===== config.mk =====
export PLATFORM = sky130hd
export DESIGN_NAME = watchdog_alarm_irq
export DESIGN_NICKNAME = d
export VERILOG_FILES = /design/src/include/wdog_pkg.sv /design/src/subtick_divider.sv /design/src/watchdog_alarm_irq.sv
export SDC_FILE = /design/constraint.sdc
export NUM_CORES = 1
export LEC_CHECK = 0
export BUFFER_PORTS_ARGS = -buffer_cell sky130_fd_sc_hd__buf_4
export CELL_PAD_IN_SITES_DETAIL_PLACEMENT = 0
export CELL_PAD_IN_SITES_GLOBAL_PLACEMENT = 1
export CORE_ASPECT_RATIO = 0.9
export CORE_UTILIZATION = 45
export DETAILED_ROUTE_END_ITERATION = 16
export PLACE_DENSITY = 0.79
export SYNTH_ARGS = -nofsm -noshare
export SYNTH_HDL_FRONTEND = slang
export SYNTH_HIERARCHICAL = 1
export SYNTH_SLANG_ARGS = --single-unit

===== constraint.sdc =====
create_clock -name sys_clk -period 5.6 [get_ports sys_clk]
set_clock_uncertainty 0.05 [all_clocks]
set_input_delay 1.12 -clock sys_clk [delete_from_list [all_inputs] [get_ports sys_clk]]
set_output_delay 1.12 -clock sys_clk [all_outputs]
set_load 0.01 [all_outputs]

===== src/include/wdog_pkg.sv =====
// constants for the watchdog and alarm interrupt block of the timekeeping ram
// assumes a 100 mhz sys_clk; all other modules import this package whole
package wdog_pkg;
   // -------------------------------------------------------------
   // register map on the bytewide port
   // -------------------------------------------------------------
   localparam int ADDR_W = 13;
   localparam logic [12:0] FLAGS_ADDR = 13'h1ff0;
   localparam logic [12:0] FTREG_ADDR = 13'h1ff1;
   localparam logic [12:0] IRQEN_ADDR = 13'h1ff6;
   localparam logic [12:0] WD_ADDR = 13'h1ff7;
   localparam logic [7:0] WD_RESET = 8'h00;
   localparam logic [7:0] BYTE_ZERO = 8'h00;

   // -------------------------------------------------------------
   // field positions
   // -------------------------------------------------------------
   localparam int STEER_BIT = 7;
   localparam int MULT_MSB = 6;
   localparam int MULT_LSB = 2;
   localparam int RES_MSB = 1;
   localparam int RES_LSB = 0;
   localparam int AE_BIT = 7;
   localparam int ABE_BIT = 5;
   localparam int WF_BIT = 7;
   localparam int AF_BIT = 6;
   localparam int FT_BIT = 0;

   // -------------------------------------------------------------
   // timing
   // -------------------------------------------------------------
   localparam longint CLK_HZ = 100_000_000;
   localparam longint SUBTICK_HZ = 1024;
   // longest whole count for one 1/1024 s subtick
   localparam longint SUBTICK_CYCLES = CLK_HZ / SUBTICK_HZ;
   localparam int PERIOD_W = 18;
   localparam logic [PERIOD_W-1:0] RES_TICKS_0 = PERIOD_W'(SUBTICK_HZ / 16);
   localparam logic [PERIOD_W-1:0] RES_TICKS_1 = PERIOD_W'(SUBTICK_HZ / 4);
   localparam logic [PERIOD_W-1:0] RES_TICKS_2 = PERIOD_W'(SUBTICK_HZ);
   localparam logic [PERIOD_W-1:0] RES_TICKS_3 = PERIOD_W'(SUBTICK_HZ * 4);
   localparam int RST_PULSE_MS = 100;
   localparam int PULSE_W = 7;
   localparam logic [PULSE_W-1:0] RST_PULSE_TICKS = PULSE_W'(RST_PULSE_MS * SUBTICK_HZ / 1000);
   localparam logic [PULSE_W-1:0] PULSE_ONE = 7'h01;
endpackage : wdog_pkg


===== src/subtick_divider.sv =====
// free divider that turns sys_clk into a one-cycle subtick pulse
// assumes run is a level synchronous to sys_clk (oscillator running)
`timescale 1ns/1ps
module subtick_divider
   import wdog_pkg::*;
#(
   parameter longint DIV = SUBTICK_CYCLES
) (
   // clock and reset
   input wire logic sys_clk,
   input wire logic rst_n,
   // control and result
   input wire logic run,
   output logic tick
);
   localparam int CW = $clog2(DIV);
   localparam logic [CW-1:0] LAST = CW'(DIV - 1);

   logic [CW-1:0] cnt_ff;
   logic tick_ff;

   // stopped oscillator freezes the phase rather than restarting it
   always_ff @(posedge sys_clk) begin
      if (!rst_n) begin
         cnt_ff <= '0;
         tick_ff <= 1'b0;
      end else if (run) begin
         cnt_ff <= (cnt_ff == LAST) ? '0 : cnt_ff + 1'b1;
         tick_ff <= (cnt_ff == LAST);
      end else begin
         tick_ff <= 1'b0;
      end
   end

   assign tick = tick_ff;
endmodule : subtick_divider


===== src/watchdog_alarm_irq.sv =====
// watchdog timer and alarm interrupt / frequency test output logic
// assumes bytewide port pins and status inputs are synchronous to sys_clk
//
// How it works
// - on battery, alarm interrupt needs both enables
// - power-up clears enables; alarm flag still sets
// - 8-bit register, five-bit multiplier below steer
// - two low bits pick 1/16,1/4,1,4 s
// - period is multiplier times resolution step
// - timeout sets flag, interrupt held until access
// - steer zero: timeout drives interrupt output
// - steer one: reset pulse of 40-200 ms
// - after reset pulse clear register and test
// - any watchdog register access restarts the period
// - register zero disables the watchdog
// - power-on clears watchdog fields and enables
// - watchdog interrupt beats frequency test wave
// - 512 hz test wave under its conditions
// - alarm match sets flag, interrupts if enabled
// - flags access releases alarm interrupt at end
`timescale 1ns/1ps
module watchdog_alarm_irq
   import wdog_pkg::*;
#(
   parameter longint SUBTICK_DIV = SUBTICK_CYCLES
) (
   // clock and reset
   input wire logic sys_clk,
   input wire logic rst_n,
   // bytewide host port
   input wire logic [ADDR_W-1:0] addr,
   input wire logic [7:0] dq_in,
   output logic [7:0] dq_out,
   output logic dq_oe,
   input wire logic chip_en_n,
   input wire logic out_en_n,
   input wire logic wr_en_n,
   // device status
   input wire logic on_battery,
   input wire logic power_up,
   input wire logic osc_running,
   input wire logic alarm_match,
   // open-drain pins, enable high while pulling low
   output logic alarm_irq_freqtest_out_n,
   output logic alarm_irq_freqtest_oe,
   output logic wd_reset_out_n,
   output logic wd_reset_oe
);
   // -------------------------------------------------------------
   // state
   // -------------------------------------------------------------
   logic [7:0] wd_reg_ff;
   logic [PERIOD_W-1:0] wd_cnt_ff;
   logic [PULSE_W-1:0] pulse_cnt_ff;
   logic pulse_busy_ff, alarm_irq_enable_ff, backup_alarm_enable_ff, freq_test_bit_ff;
   logic watchdog_timeout_flag_ff, alarm_match_flag_ff, wd_irq_ff, alarm_irq_ff;
   logic flags_acc_ff, square_ff, irq_low_ff;
   logic [7:0] dq_out_ff;
   logic dq_oe_ff;
   // combinational decode and arithmetic
   logic tick, acc, wr, rd, wd_acc, flags_end;
   logic wd_enabled, timeout, pulse_end, ft_active, steer;
   logic [PERIOD_W-1:0] step, period;

   subtick_divider #(
      .DIV(SUBTICK_DIV)
   ) u_div (
      .sys_clk(sys_clk),
      .rst_n(rst_n),
      .run(osc_running),
      .tick(tick)
   );
   // -------------------------------------------------------------
   // access decode
   // -------------------------------------------------------------
   assign acc = !chip_en_n && (!wr_en_n || !out_en_n);
   assign wr = !chip_en_n && !wr_en_n;
   assign rd = acc && wr_en_n;
   assign wd_acc = acc && (addr == WD_ADDR);
   // flag side effects wait for the access to finish
   assign flags_end = flags_acc_ff && !(acc && (addr == FLAGS_ADDR));

   always_ff @(posedge sys_clk) begin
      if (!rst_n) begin
         flags_acc_ff <= 1'b0;
      end else begin
         flags_acc_ff <= acc && (addr == FLAGS_ADDR);
      end
   end

   // -------------------------------------------------------------
   // timeout arithmetic
   // -------------------------------------------------------------
   assign steer = wd_reg_ff[STEER_BIT];
   assign wd_enabled = (wd_reg_ff[MULT_MSB:MULT_LSB] != '0);

   always_comb begin
      unique case (wd_reg_ff[RES_MSB:RES_LSB])
         2'h0: step = RES_TICKS_0;
         2'h1: step = RES_TICKS_1;
         2'h2: step = RES_TICKS_2;
         2'h3: step = RES_TICKS_3;
      endcase
   end

   assign period = PERIOD_W'(wd_reg_ff[MULT_MSB:MULT_LSB] * step);
   // counting pauses while a reset pulse is out, so pulses never overlap
   assign timeout = wd_enabled && tick && !pulse_busy_ff && !wd_acc && (wd_cnt_ff == period - 1'b1);
   assign pulse_end = pulse_busy_ff && tick && (pulse_cnt_ff == PULSE_ONE);

   always_ff @(posedge sys_clk) begin
      if (!rst_n) begin
         wd_cnt_ff <= '0;
      end else if (wd_acc || timeout || !wd_enabled) begin
         wd_cnt_ff <= '0;
      end else if (tick && !pulse_busy_ff) begin
         wd_cnt_ff <= wd_cnt_ff + 1'b1;
      end
   end

   // -------------------------------------------------------------
   // registers written by the host
   // -------------------------------------------------------------
   always_ff @(posedge sys_clk) begin
      if (!rst_n) begin
         wd_reg_ff <= WD_RESET;
      end else if (power_up || pulse_end) begin
         wd_reg_ff <= WD_RESET;
      end else if (wr && addr == WD_ADDR) begin
         wd_reg_ff <= dq_in;
      end
   end

   always_ff @(posedge sys_clk) begin
      if (!rst_n) begin
         alarm_irq_enable_ff <= 1'b0;
         backup_alarm_enable_ff <= 1'b0;
      end else if (power_up) begin
         alarm_irq_enable_ff <= 1'b0;
         backup_alarm_enable_ff <= 1'b0;
      end else if (wr && addr == IRQEN_ADDR) begin
         alarm_irq_enable_ff <= dq_in[AE_BIT];
         backup_alarm_enable_ff <= dq_in[ABE_BIT];
      end
   end

   always_ff @(posedge sys_clk) begin
      if (!rst_n) begin
         freq_test_bit_ff <= 1'b0;
      end else if (power_up || pulse_end) begin
         freq_test_bit_ff <= 1'b0;
      end else if (wr && addr == FTREG_ADDR) begin
         freq_test_bit_ff <= dq_in[FT_BIT];
      end
   end

   // -------------------------------------------------------------
   // flags and held interrupts; a set in the clearing cycle wins
   // -------------------------------------------------------------
   always_ff @(posedge sys_clk) begin
      if (!rst_n) begin
         watchdog_timeout_flag_ff <= 1'b0;
         wd_irq_ff <= 1'b0;
      end else begin
         watchdog_timeout_flag_ff <= timeout || (watchdog_timeout_flag_ff && !flags_end);
         wd_irq_ff <= (timeout && !steer) || (wd_irq_ff && !flags_end && !wd_acc);
      end
   end

   always_ff @(posedge sys_clk) begin
      if (!rst_n) begin
         alarm_match_flag_ff <= 1'b0;
         alarm_irq_ff <= 1'b0;
      end else begin
         // flag sets even during power-up so software sees it afterwards
         alarm_match_flag_ff <= alarm_match || (alarm_match_flag_ff && !flags_end);
         alarm_irq_ff <= (alarm_match && alarm_irq_enable_ff && (!on_battery || backup_alarm_enable_ff))
                         || (alarm_irq_ff && !flags_end);
      end
   end

   // -------------------------------------------------------------
   // reset pulse
   // -------------------------------------------------------------
   always_ff @(posedge sys_clk) begin
      if (!rst_n) begin
         pulse_busy_ff <= 1'b0;
         pulse_cnt_ff <= '0;
      end else if (timeout && steer) begin
         pulse_busy_ff <= 1'b1;
         pulse_cnt_ff <= RST_PULSE_TICKS;
      end else if (pulse_end) begin
         pulse_busy_ff <= 1'b0;
      end else if (pulse_busy_ff && tick) begin
         pulse_cnt_ff <= pulse_cnt_ff - 1'b1;
      end
   end

   // -------------------------------------------------------------
   // frequency test and output pins
   // -------------------------------------------------------------
   assign ft_active = freq_test_bit_ff && !alarm_irq_enable_ff && osc_running
                      && (steer || wd_reg_ff == WD_RESET);

   always_ff @(posedge sys_clk) begin
      if (!rst_n) begin
         square_ff <= 1'b0;
      end else if (!ft_active) begin
         square_ff <= 1'b0;
      end else if (tick) begin
         square_ff <= !square_ff;
      end
   end

   always_ff @(posedge sys_clk) begin
      if (!rst_n) begin
         irq_low_ff <= 1'b0;
      end else begin
         irq_low_ff <= wd_irq_ff || alarm_irq_ff || (ft_active && square_ff && !wd_irq_ff);
      end
   end

   // -------------------------------------------------------------
   // read data
   // -------------------------------------------------------------
   always_ff @(posedge sys_clk) begin
      if (!rst_n) begin
         dq_out_ff <= BYTE_ZERO;
         dq_oe_ff <= 1'b0;
      end else begin
         dq_out_ff <= BYTE_ZERO;
         dq_oe_ff <= 1'b0;
         if (rd) begin
            unique case (addr)
               WD_ADDR: begin
                  dq_out_ff <= wd_reg_ff;
                  dq_oe_ff <= 1'b1;
               end
               IRQEN_ADDR: begin
                  dq_out_ff[AE_BIT] <= alarm_irq_enable_ff;
                  dq_out_ff[ABE_BIT] <= backup_alarm_enable_ff;
                  dq_oe_ff <= 1'b1;
               end
               FLAGS_ADDR: begin
                  dq_out_ff[WF_BIT] <= watchdog_timeout_flag_ff;
                  dq_out_ff[AF_BIT] <= alarm_match_flag_ff;
                  dq_oe_ff <= 1'b1;
               end
               FTREG_ADDR: begin
                  dq_out_ff[FT_BIT] <= freq_test_bit_ff;
                  dq_oe_ff <= 1'b1;
               end
               // other addresses belong to the ram and clock, not here
               default: dq_oe_ff <= 1'b0;
            endcase
         end
      end
   end

   // open-drain data levels only ever pull low
   assign dq_out = dq_out_ff;
   assign dq_oe = dq_oe_ff;
   assign alarm_irq_freqtest_out_n = 1'b0;
   assign alarm_irq_freqtest_oe = irq_low_ff;
   assign wd_reset_out_n = 1'b0;
   assign wd_reset_oe = pulse_busy_ff;
   // -------------------------------------------------------------
   // checks
   // -------------------------------------------------------------
   property p_batt_gate;
      @(posedge sys_clk) disable iff (!rst_n)
      alarm_match && on_battery && !backup_alarm_enable_ff && !alarm_irq_ff |=> !alarm_irq_ff;
   endproperty
   a_batt_gate: assert property (p_batt_gate) else $error("battery alarm without backup enable");

   property p_powerup;
      @(posedge sys_clk) disable iff (!rst_n)
      power_up && alarm_match |=> !alarm_irq_enable_ff && !backup_alarm_enable_ff && alarm_match_flag_ff;
   endproperty
   a_powerup: assert property (p_powerup) else $error("power-up enables or alarm flag wrong");

   property p_timeout_flag;
      @(posedge sys_clk) disable iff (!rst_n)
      timeout |=> watchdog_timeout_flag_ff && wd_cnt_ff == '0;
   endproperty
   a_timeout_flag: assert property (p_timeout_flag) else $error("timeout did not set flag");
   property p_timeout_period;
      @(posedge sys_clk) disable iff (!rst_n)
      timeout |-> wd_cnt_ff
                  == PERIOD_W'(wd_reg_ff[MULT_MSB:MULT_LSB] * (RES_TICKS_0 << (2 * wd_reg_ff[RES_MSB:RES_LSB]))) - 1'b1;
   endproperty
   a_timeout_period: assert property (p_timeout_period) else $error("timeout at wrong count");

   property p_irq_hold;
      @(posedge sys_clk) disable iff (!rst_n)
      wd_irq_ff && !flags_end && !wd_acc |=> wd_irq_ff ##1 irq_low_ff;
   endproperty
   a_irq_hold: assert property (p_irq_hold) else $error("watchdog interrupt dropped early");

   property p_steer_irq;
      @(posedge sys_clk) disable iff (!rst_n)
      timeout && !steer |=> ##1 alarm_irq_freqtest_oe;
   endproperty
   a_steer_irq: assert property (p_steer_irq) else $error("interrupt pin not driven on timeout");
   property p_steer_rst;
      @(posedge sys_clk) disable iff (!rst_n)
      timeout && steer |=> wd_reset_oe && !wd_irq_ff;
   endproperty
   a_steer_rst: assert property (p_steer_rst) else $error("reset pulse not started");

   property p_pulse_clear;
      @(posedge sys_clk) disable iff (!rst_n)
      pulse_end |=> wd_reg_ff == WD_RESET && !freq_test_bit_ff && !wd_reset_oe;
   endproperty
   a_pulse_clear: assert property (p_pulse_clear) else $error("register not cleared after pulse");

   property p_restart;
      @(posedge sys_clk) disable iff (!rst_n)
      wd_acc |=> wd_cnt_ff == '0 && !wd_irq_ff;
   endproperty
   a_restart: assert property (p_restart) else $error("access did not restart watchdog");
   property p_disabled;
      @(posedge sys_clk) disable iff (!rst_n)
      wd_reg_ff[MULT_MSB:MULT_LSB] == '0 |-> !timeout ##1 wd_cnt_ff == '0;
   endproperty
   a_disabled: assert property (p_disabled) else $error("timeout while disabled");
   property p_flags_release;
      @(posedge sys_clk) disable iff (!rst_n)
      flags_end && !alarm_match |=> !alarm_irq_ff && !alarm_match_flag_ff;
   endproperty
   a_flags_release: assert property (p_flags_release) else $error("flags access did not release");

   property p_wd_priority;
      @(posedge sys_clk) disable iff (!rst_n)
      wd_irq_ff |=> alarm_irq_freqtest_oe;
   endproperty
   a_wd_priority: assert property (p_wd_priority) else $error("test wave overrode watchdog");
endmodule : watchdog_alarm_irq


# Word level (Yosys, flattened, before mapping)

Cells that the tools add are included.
Widths: inputs -> output; s select.

Bitwise gates (word level): 2
$mul: 1
Equality and inequality tests: 11
Add/subtract/negate cells: 4
Reductions and logical operators: 71
Muxes and demuxes: 12

Operators by type and width:

| kind                  | count |
|---|---|
| $pmux 18 s4           | 1 |
| $eq 13x13->1 const B  | 4 |
| $logic_and 1x1->1     | 30 |
| $mux 7                | 3 |
| $add 18x1->18 const B | 1 |
| $eq 18x18->1          | 1 |
| $mul 5x18->18         | 1 |
| $sub 18x1->18 const B | 1 |
| $add 17x1->17 const B | 1 |
| $eq 17x17->1 const B  | 1 |
| $mux 17               | 1 |
| $logic_not 1->1       | 13 |
| $logic_or 1x1->1      | 12 |
| $reduce_and 2->1      | 5 |
| $logic_not 8->1       | 1 |
| $reduce_or 2->1       | 4 |
| $eq 7x1->1 const B    | 1 |
| $sub 7x1->7 const B   | 1 |
| $pmux 1 s2            | 3 |
| $reduce_bool 5->1     | 1 |
| $eq 2x2->1 const B    | 2 |
| $reduce_bool 2->1     | 2 |
| $reduce_or 4->1       | 1 |
| $mux 1                | 3 |
| 6 further kinds       | 7 |

Input bits: 30
Logic and storage cells: 121
Output and inout bits: 13
Register bits: 71

# Depth between registers and ports, before layout

Word-level depth: 10
Depth in mapped cells: 18

# Hierarchy

The synthesis kept the hierarchy.

Modules (own cells, without submodules):

| module             | instances | cells each | area an instance (um^2) | sequential area each (um^2) |
|---|---|---|---|---|
| watchdog_alarm_irq | 1         | 387        | 3373.2                  | 1061.0 |
| subtick_divider    | 1         | 91         | 795.8                   | 360.3 |

# Worst setup path before layout

No wires, ideal clock.

Path kind: flip-flop to flip-flop
From: register wd_reg_ff[0]
To: register wd_cnt_ff[0]
Arrival: 3.781 ns
Required time: 5.418 ns
Cell stages (with the launch flop): 18
Slack: 1.637 ns
Buffers on the path: 2
Period minus slack after synthesis: 3.963 ns
Path through: dfxtp_1 > clkbuf_1 > nor2b_1 > and2_1 > ha_1 > inv_1 > fa_1 > fa_1 > inv_1 > ha_1 > o21ai_0 > nor2_1 > o21ai_0 > mux2_2 > nor4_2 > and3_1 > buf_4 > nor3_1

Longest elaborated chain between the ends: 9
Elaborated cells between the ends (all ways): 12
Those cells by class: add/sub (1); mul (1); eq/ne (4); mux (1); reduce/logical (5)

Ends and longest elaborated chain:

| element                            | RTL line                  | source |
|---|---|---|
| from (decl)                        | watchdog_alarm_irq.sv:52  | `logic [7:0] wd_reg_ff;` |
| from (signal assigned)             | watchdog_alarm_irq.sv:130 | `wd_reg_ff <= dq_in;` |
| $eq 2x2->1 (tied with other cells) | watchdog_alarm_irq.sv:98  | `unique case (wd_reg_ff[RES_MSB:RES_LSB])` |
| $pmux 18 s4 (*)                    | watchdog_alarm_irq.sv:98  |  |
| $mul 5x18->18 (*)                  | watchdog_alarm_irq.sv:106 | `assign period = PERIOD_W'(wd_reg_ff[MULT_MSB:MULT_LSB] * step);` |
| $sub 18x1->18 (*)                  | watchdog_alarm_irq.sv:108 | `assign timeout = wd_enabled && tick && !pulse_busy_ff && !wd_acc && (wd_cnt_ff == period - 1'b1);` |
| $eq 18x18->1 (*)                   | watchdog_alarm_irq.sv:108 |  |
| $logic_and 1x1->1 (*)              | watchdog_alarm_irq.sv:108 |  |
| $logic_or 1x1->1 (*) (2 in series) | watchdog_alarm_irq.sv:114 | `end else if (wd_acc \|\| timeout \|\| !wd_enabled) begin` |
| $reduce_or 2->1 (no line) (*)      | n/a                       |  |
| to (signal assigned)               | watchdog_alarm_irq.sv:117 | `wd_cnt_ff <= wd_cnt_ff + 1'b1;` |
| to (decl)                          | watchdog_alarm_irq.sv:53  | `logic [PERIOD_W-1:0] wd_cnt_ff;` |

Mark *: on every way between the ends. The rest lies on a longest branch, timed or not. The select of a mux whose other input is x is not followed.
A chain may end at the register's enable or synchronous reset.

# Worst setup path after layout

From: register wd_reg_ff[0]
To: register pulse_busy_ff, in the netlist wd_reset_oe

Longest elaborated chain between the ends: 8
Elaborated cells between the ends (all ways): 12
Those cells by class: add/sub (1); mul (1); eq/ne (4); mux (2); reduce/logical (4)

Ends and longest elaborated chain:

| element                                            | RTL line                  | source |
|---|---|---|
| $eq 2x2->1 (tied with other cells)                 | watchdog_alarm_irq.sv:98  |  |
| $pmux 18 s4 (*)                                    | watchdog_alarm_irq.sv:98  |  |
| $mul 5x18->18 (*)                                  | watchdog_alarm_irq.sv:106 |  |
| $sub 18x1->18 (*)                                  | watchdog_alarm_irq.sv:108 |  |
| $eq 18x18->1 (*)                                   | watchdog_alarm_irq.sv:108 |  |
| $logic_and 1x1->1 (*)                              | watchdog_alarm_irq.sv:108 |  |
| $logic_and 1x1->1 (*)                              | watchdog_alarm_irq.sv:189 | `end else if (timeout && steer) begin` |
| $mux 1 / $reduce_bool 2->1 (equally long branches) | n/a                       |  |
| to (signal assigned)                               | watchdog_alarm_irq.sv:187 | `pulse_busy_ff <= 1'b0;` |
| to (signal assigned)                               | watchdog_alarm_irq.sv:190 | `pulse_busy_ff <= 1'b1;` |
| to (signal assigned)                               | watchdog_alarm_irq.sv:193 | `pulse_busy_ff <= 1'b0;` |
| to (decl)                                          | watchdog_alarm_irq.sv:55  | `logic pulse_busy_ff, alarm_irq_enable_ff, backup_alarm_enable_ff, freq_test_bit_ff;` |

Marked as above.

==> reports/metrics.csv <==
stage;metric;value;unit
outcome;status;complete, no violations;
cells_and_area;ANT cells;0;
routing;DR pass1 iterations;4;
cts;clock sink count;71;
critical_path;element type at the critical path start;flip-flop;
cts;hold_buf cts;0;
sta;setup_tns;0;ns
critical_path;Critical Path End Type;flip-flop;
sta;Worst Max-Slew Pin Slew;1.08;ns
global_routing;GRT Overall Usage;19.0;%
floorplan;I/O pins;43;
cts;CTS tree;built;
logic_synthesis;YS warnings;6;
floorplan;chip width;103;um
hold_path;Worst Hold End;u_div/cnt_ff[16];
cts;Resize count post-CTS;0;
cells_and_area;commonest non-fill, non-tap cell in the layout;dfxtp_1;
global_routing;first-pass GRT wire length;14200;um
pwr;Leak;1.90;nW
cts;clk buf depth;2;
flow_run;Max Cap Violations;0;
critical_path;Crit Path Class;reg2reg;
logic_synthesis;register area share after synthesis;34.1;%
cells_and_area;Area growth, synth to finish;13.2;%
sta;Min Clock Period, post-route;4.60;ns
cts;CTS Buf Count;9;
cells_and_area;commonest cells after routing, fill and taps aside;dfxtp_1 (71), nor2_1 (43), xnor2_1 (40), buf_4 (40), inv_1 (32);
global_routing;vias in the first global route;3124;
cts;register clock-pin slew on the reported worst setup and hold paths;0.08;ns
cts;clk root buf;clkbuf_8;
sta;Tcrit/Tclk final;82.2;%
floorplan;core area;0.00877;mm^2
hold_path;hold path cells;2;
sta;final hold violation count;0;
sta;Setup Viol. Count Final;0;
hold_path;hold path startpoint;u_div/cnt_ff[16];
routing;DRC viols;0;
sta;unrepaired setup endpoints after global routing;no;
global_routing;initial antenna violation count;0;
critical_path;Reg2Reg Depth;15;
critical_path;reg2reg setup slack;1.0;ns
global_routing;maximum number of pins on one net before global-route repair;23;
placed_design;gpl congestion;0.821;
cells_and_area;fraction of layout cells with a size suffix above 1;12.8;%
logic_synthesis;Mapped Avg Cell Area;8.72;um^2
logic_synthesis;Post-synth EDFFs;0;
logic_synthesis;FF+latch count, synth;71;
sta;hold_ws;0.432;ns
routing;Initial DRC Count;149;
global_routing;Overflow after GRT;0;
critical_path;R2R Path Start;wd_reg_ff[0];
critical_path;CP Data Arrival Time;4.84;ns
floorplan;die height;93.3;um
cells_and_area;Fill cells;813;
cts;latest clock arrival within the worst-skew pair;0.34;ns
routing;drt via density;5.15;
logic_synthesis;Post-Synthesis Cells;478;
routing;Final ANT Viol Nets;0;
cells_and_area;nets@finish;577;
placed_design;Port Buffer Count;40;
cts;Post-CTS Setup Repair Bufs;0;
floorplan;# rows;32;
critical_path;crit-path max FO;21;
logic_synthesis;post-synthesis cell area;0.00417;mm^2
sta;FMAX;0.217;GHz
hold_path;HP Class;reg2reg;
logic_synthesis;asr flop ratio synth;0;%
floorplan;Initial Util;47.5;%
critical_path;r2r endpoint;wd_reset_oe;
pwr;Power Dens Cells;197;mW/mm^2
routing;DR WL/cell;13.4;um
routing;DR vias;3278;
logic_synthesis;Most used DFF post-synth;dfxtp_1;
placed_design;HPWL after DPL;6470;um
logic_synthesis;post-synth cell types;55;
pwr;VDD IR max;0.000108;V
critical_path;Crit path required time;5.83;ns
cts;H-tree levels;3;
sta;Slew HR;27.6;%
sta;Pins Over Slew Limit;0;
routing;routed wire length;8530;um
floorplan;die footprint;0.00965;mm^2
-- worst max path at each step --
stage,startpoint,endpoint,cells past startpoint
after detailed placement,wd_reg_ff[0],wd_reset_oe,15
after global routing,wd_reg_ff[0],wd_reset_oe,15
final,wd_reg_ff[0],wd_reset_oe,15
after floorplan,wd_reg_ff[0],wd_cnt_ff[0],17
after global placement,wd_reg_ff[0],wd_reset_oe,15
after CTS,wd_reg_ff[0],wd_reset_oe,15
-- power by group --
part	leakage [nW]	internal [mW]	switching, mW
Clock	0.0946	0.197	0.190
Combinational	1.23	0.0184	0.0162
Sequential	0.572	0.507	0.00163
Total	1.90	0.722	0.207
-- final cells by class --
| class | instances | area (um^2) | share of cell area, % |
|---|---|---|---|
| clock buffer | 12 | 165 | 3.50 |
| sequential | 71 | 1420 | 30.1 |
| clock inverter | 4 | 28.8 | 0.610 |
| tap | 119 | 149 | 3.15 |
| timing repair buffer | 40 | 300 | 6.36 |
| multi-input combinational | 358 | 2530 | 53.7 |
| inverter | 32 | 120 | 2.55 |
-- sequential cells by signal, indices dropped and copies added (netlist names), 7 cells and up --
register	cells
dq_out	8
pulse_cnt_ff	7
u_div/cnt_ff	17
wd_cnt_ff	18
wd_reg_ff	8
-- synth_stat cells (all sizes together) (13+ instances only) --
library cell   n  area share (%)
nor2          44             4.0
nand3         26             3.2
nor3          29             3.5
nand2         31             2.8
xor2          16             3.4
ha            26             7.8
a21oi         15             1.8
inv           32             2.9
mux2i         14             3.4
dfxtp         71              34
xnor2         40             8.4
and2          13             2.0
-- critical path, stage by stage (launching register included) --
cell and delay (ns):
dfxtp_1 0.50, nor2b_1 0.33, and2_1 0.19, ha_1 0.13, inv_1 0.04, fa_1 0.39
fa_1 0.52, inv_1 0.04, ha_1 0.35, o21ai_0 0.16, nor2_1 0.07, o21ai_0 0.18
mux2_2 0.36, nor4_2 0.29, and3_1 0.71, a31o_2 0.25
-- cell families after synthesis --
logic type | share of synthesized area (%)
muxes | 3.63
DFF | 34.1
adders and majority gates | 12.1
and+or+nand+nor | 26.1
AOI/OAI and AO/OA | 7.05
xor gates and xnor gates | 11.8
buffers and inverters | 5.19
other | 0.0899
-- per-stage QoR --
stage	util [%]	std cells	worst slack, ns	power (mW)	area, um^2
after detailed placement	51.6	620	1.05	0.555	4530
after CTS	53.8	636	1.01	0.943	4720
after floorplan	-	479	1.64	0.536	4170
after global placement	51.6	620	1.13	0.554	4530
final	53.8	636	0.998	0.929	4720
after global routing	53.8	636	0.564	0.969	4720
-- per-layer routing --
| metal | vias up | track usage (%) | share of wire [%] |
|---|---|---|---|
| met4 | 0 | 3.87 | 0.56 |
| met3 | 4 | 4.78 | 4.2 |
| met5 | - | 0 | 0 |
| met1 | 1503 | 25.4 | 52 |
| met2 | 64 | 30.6 | 44 |
| li1 | 1707 | - | - |
(Power assumes the default switching activity.)
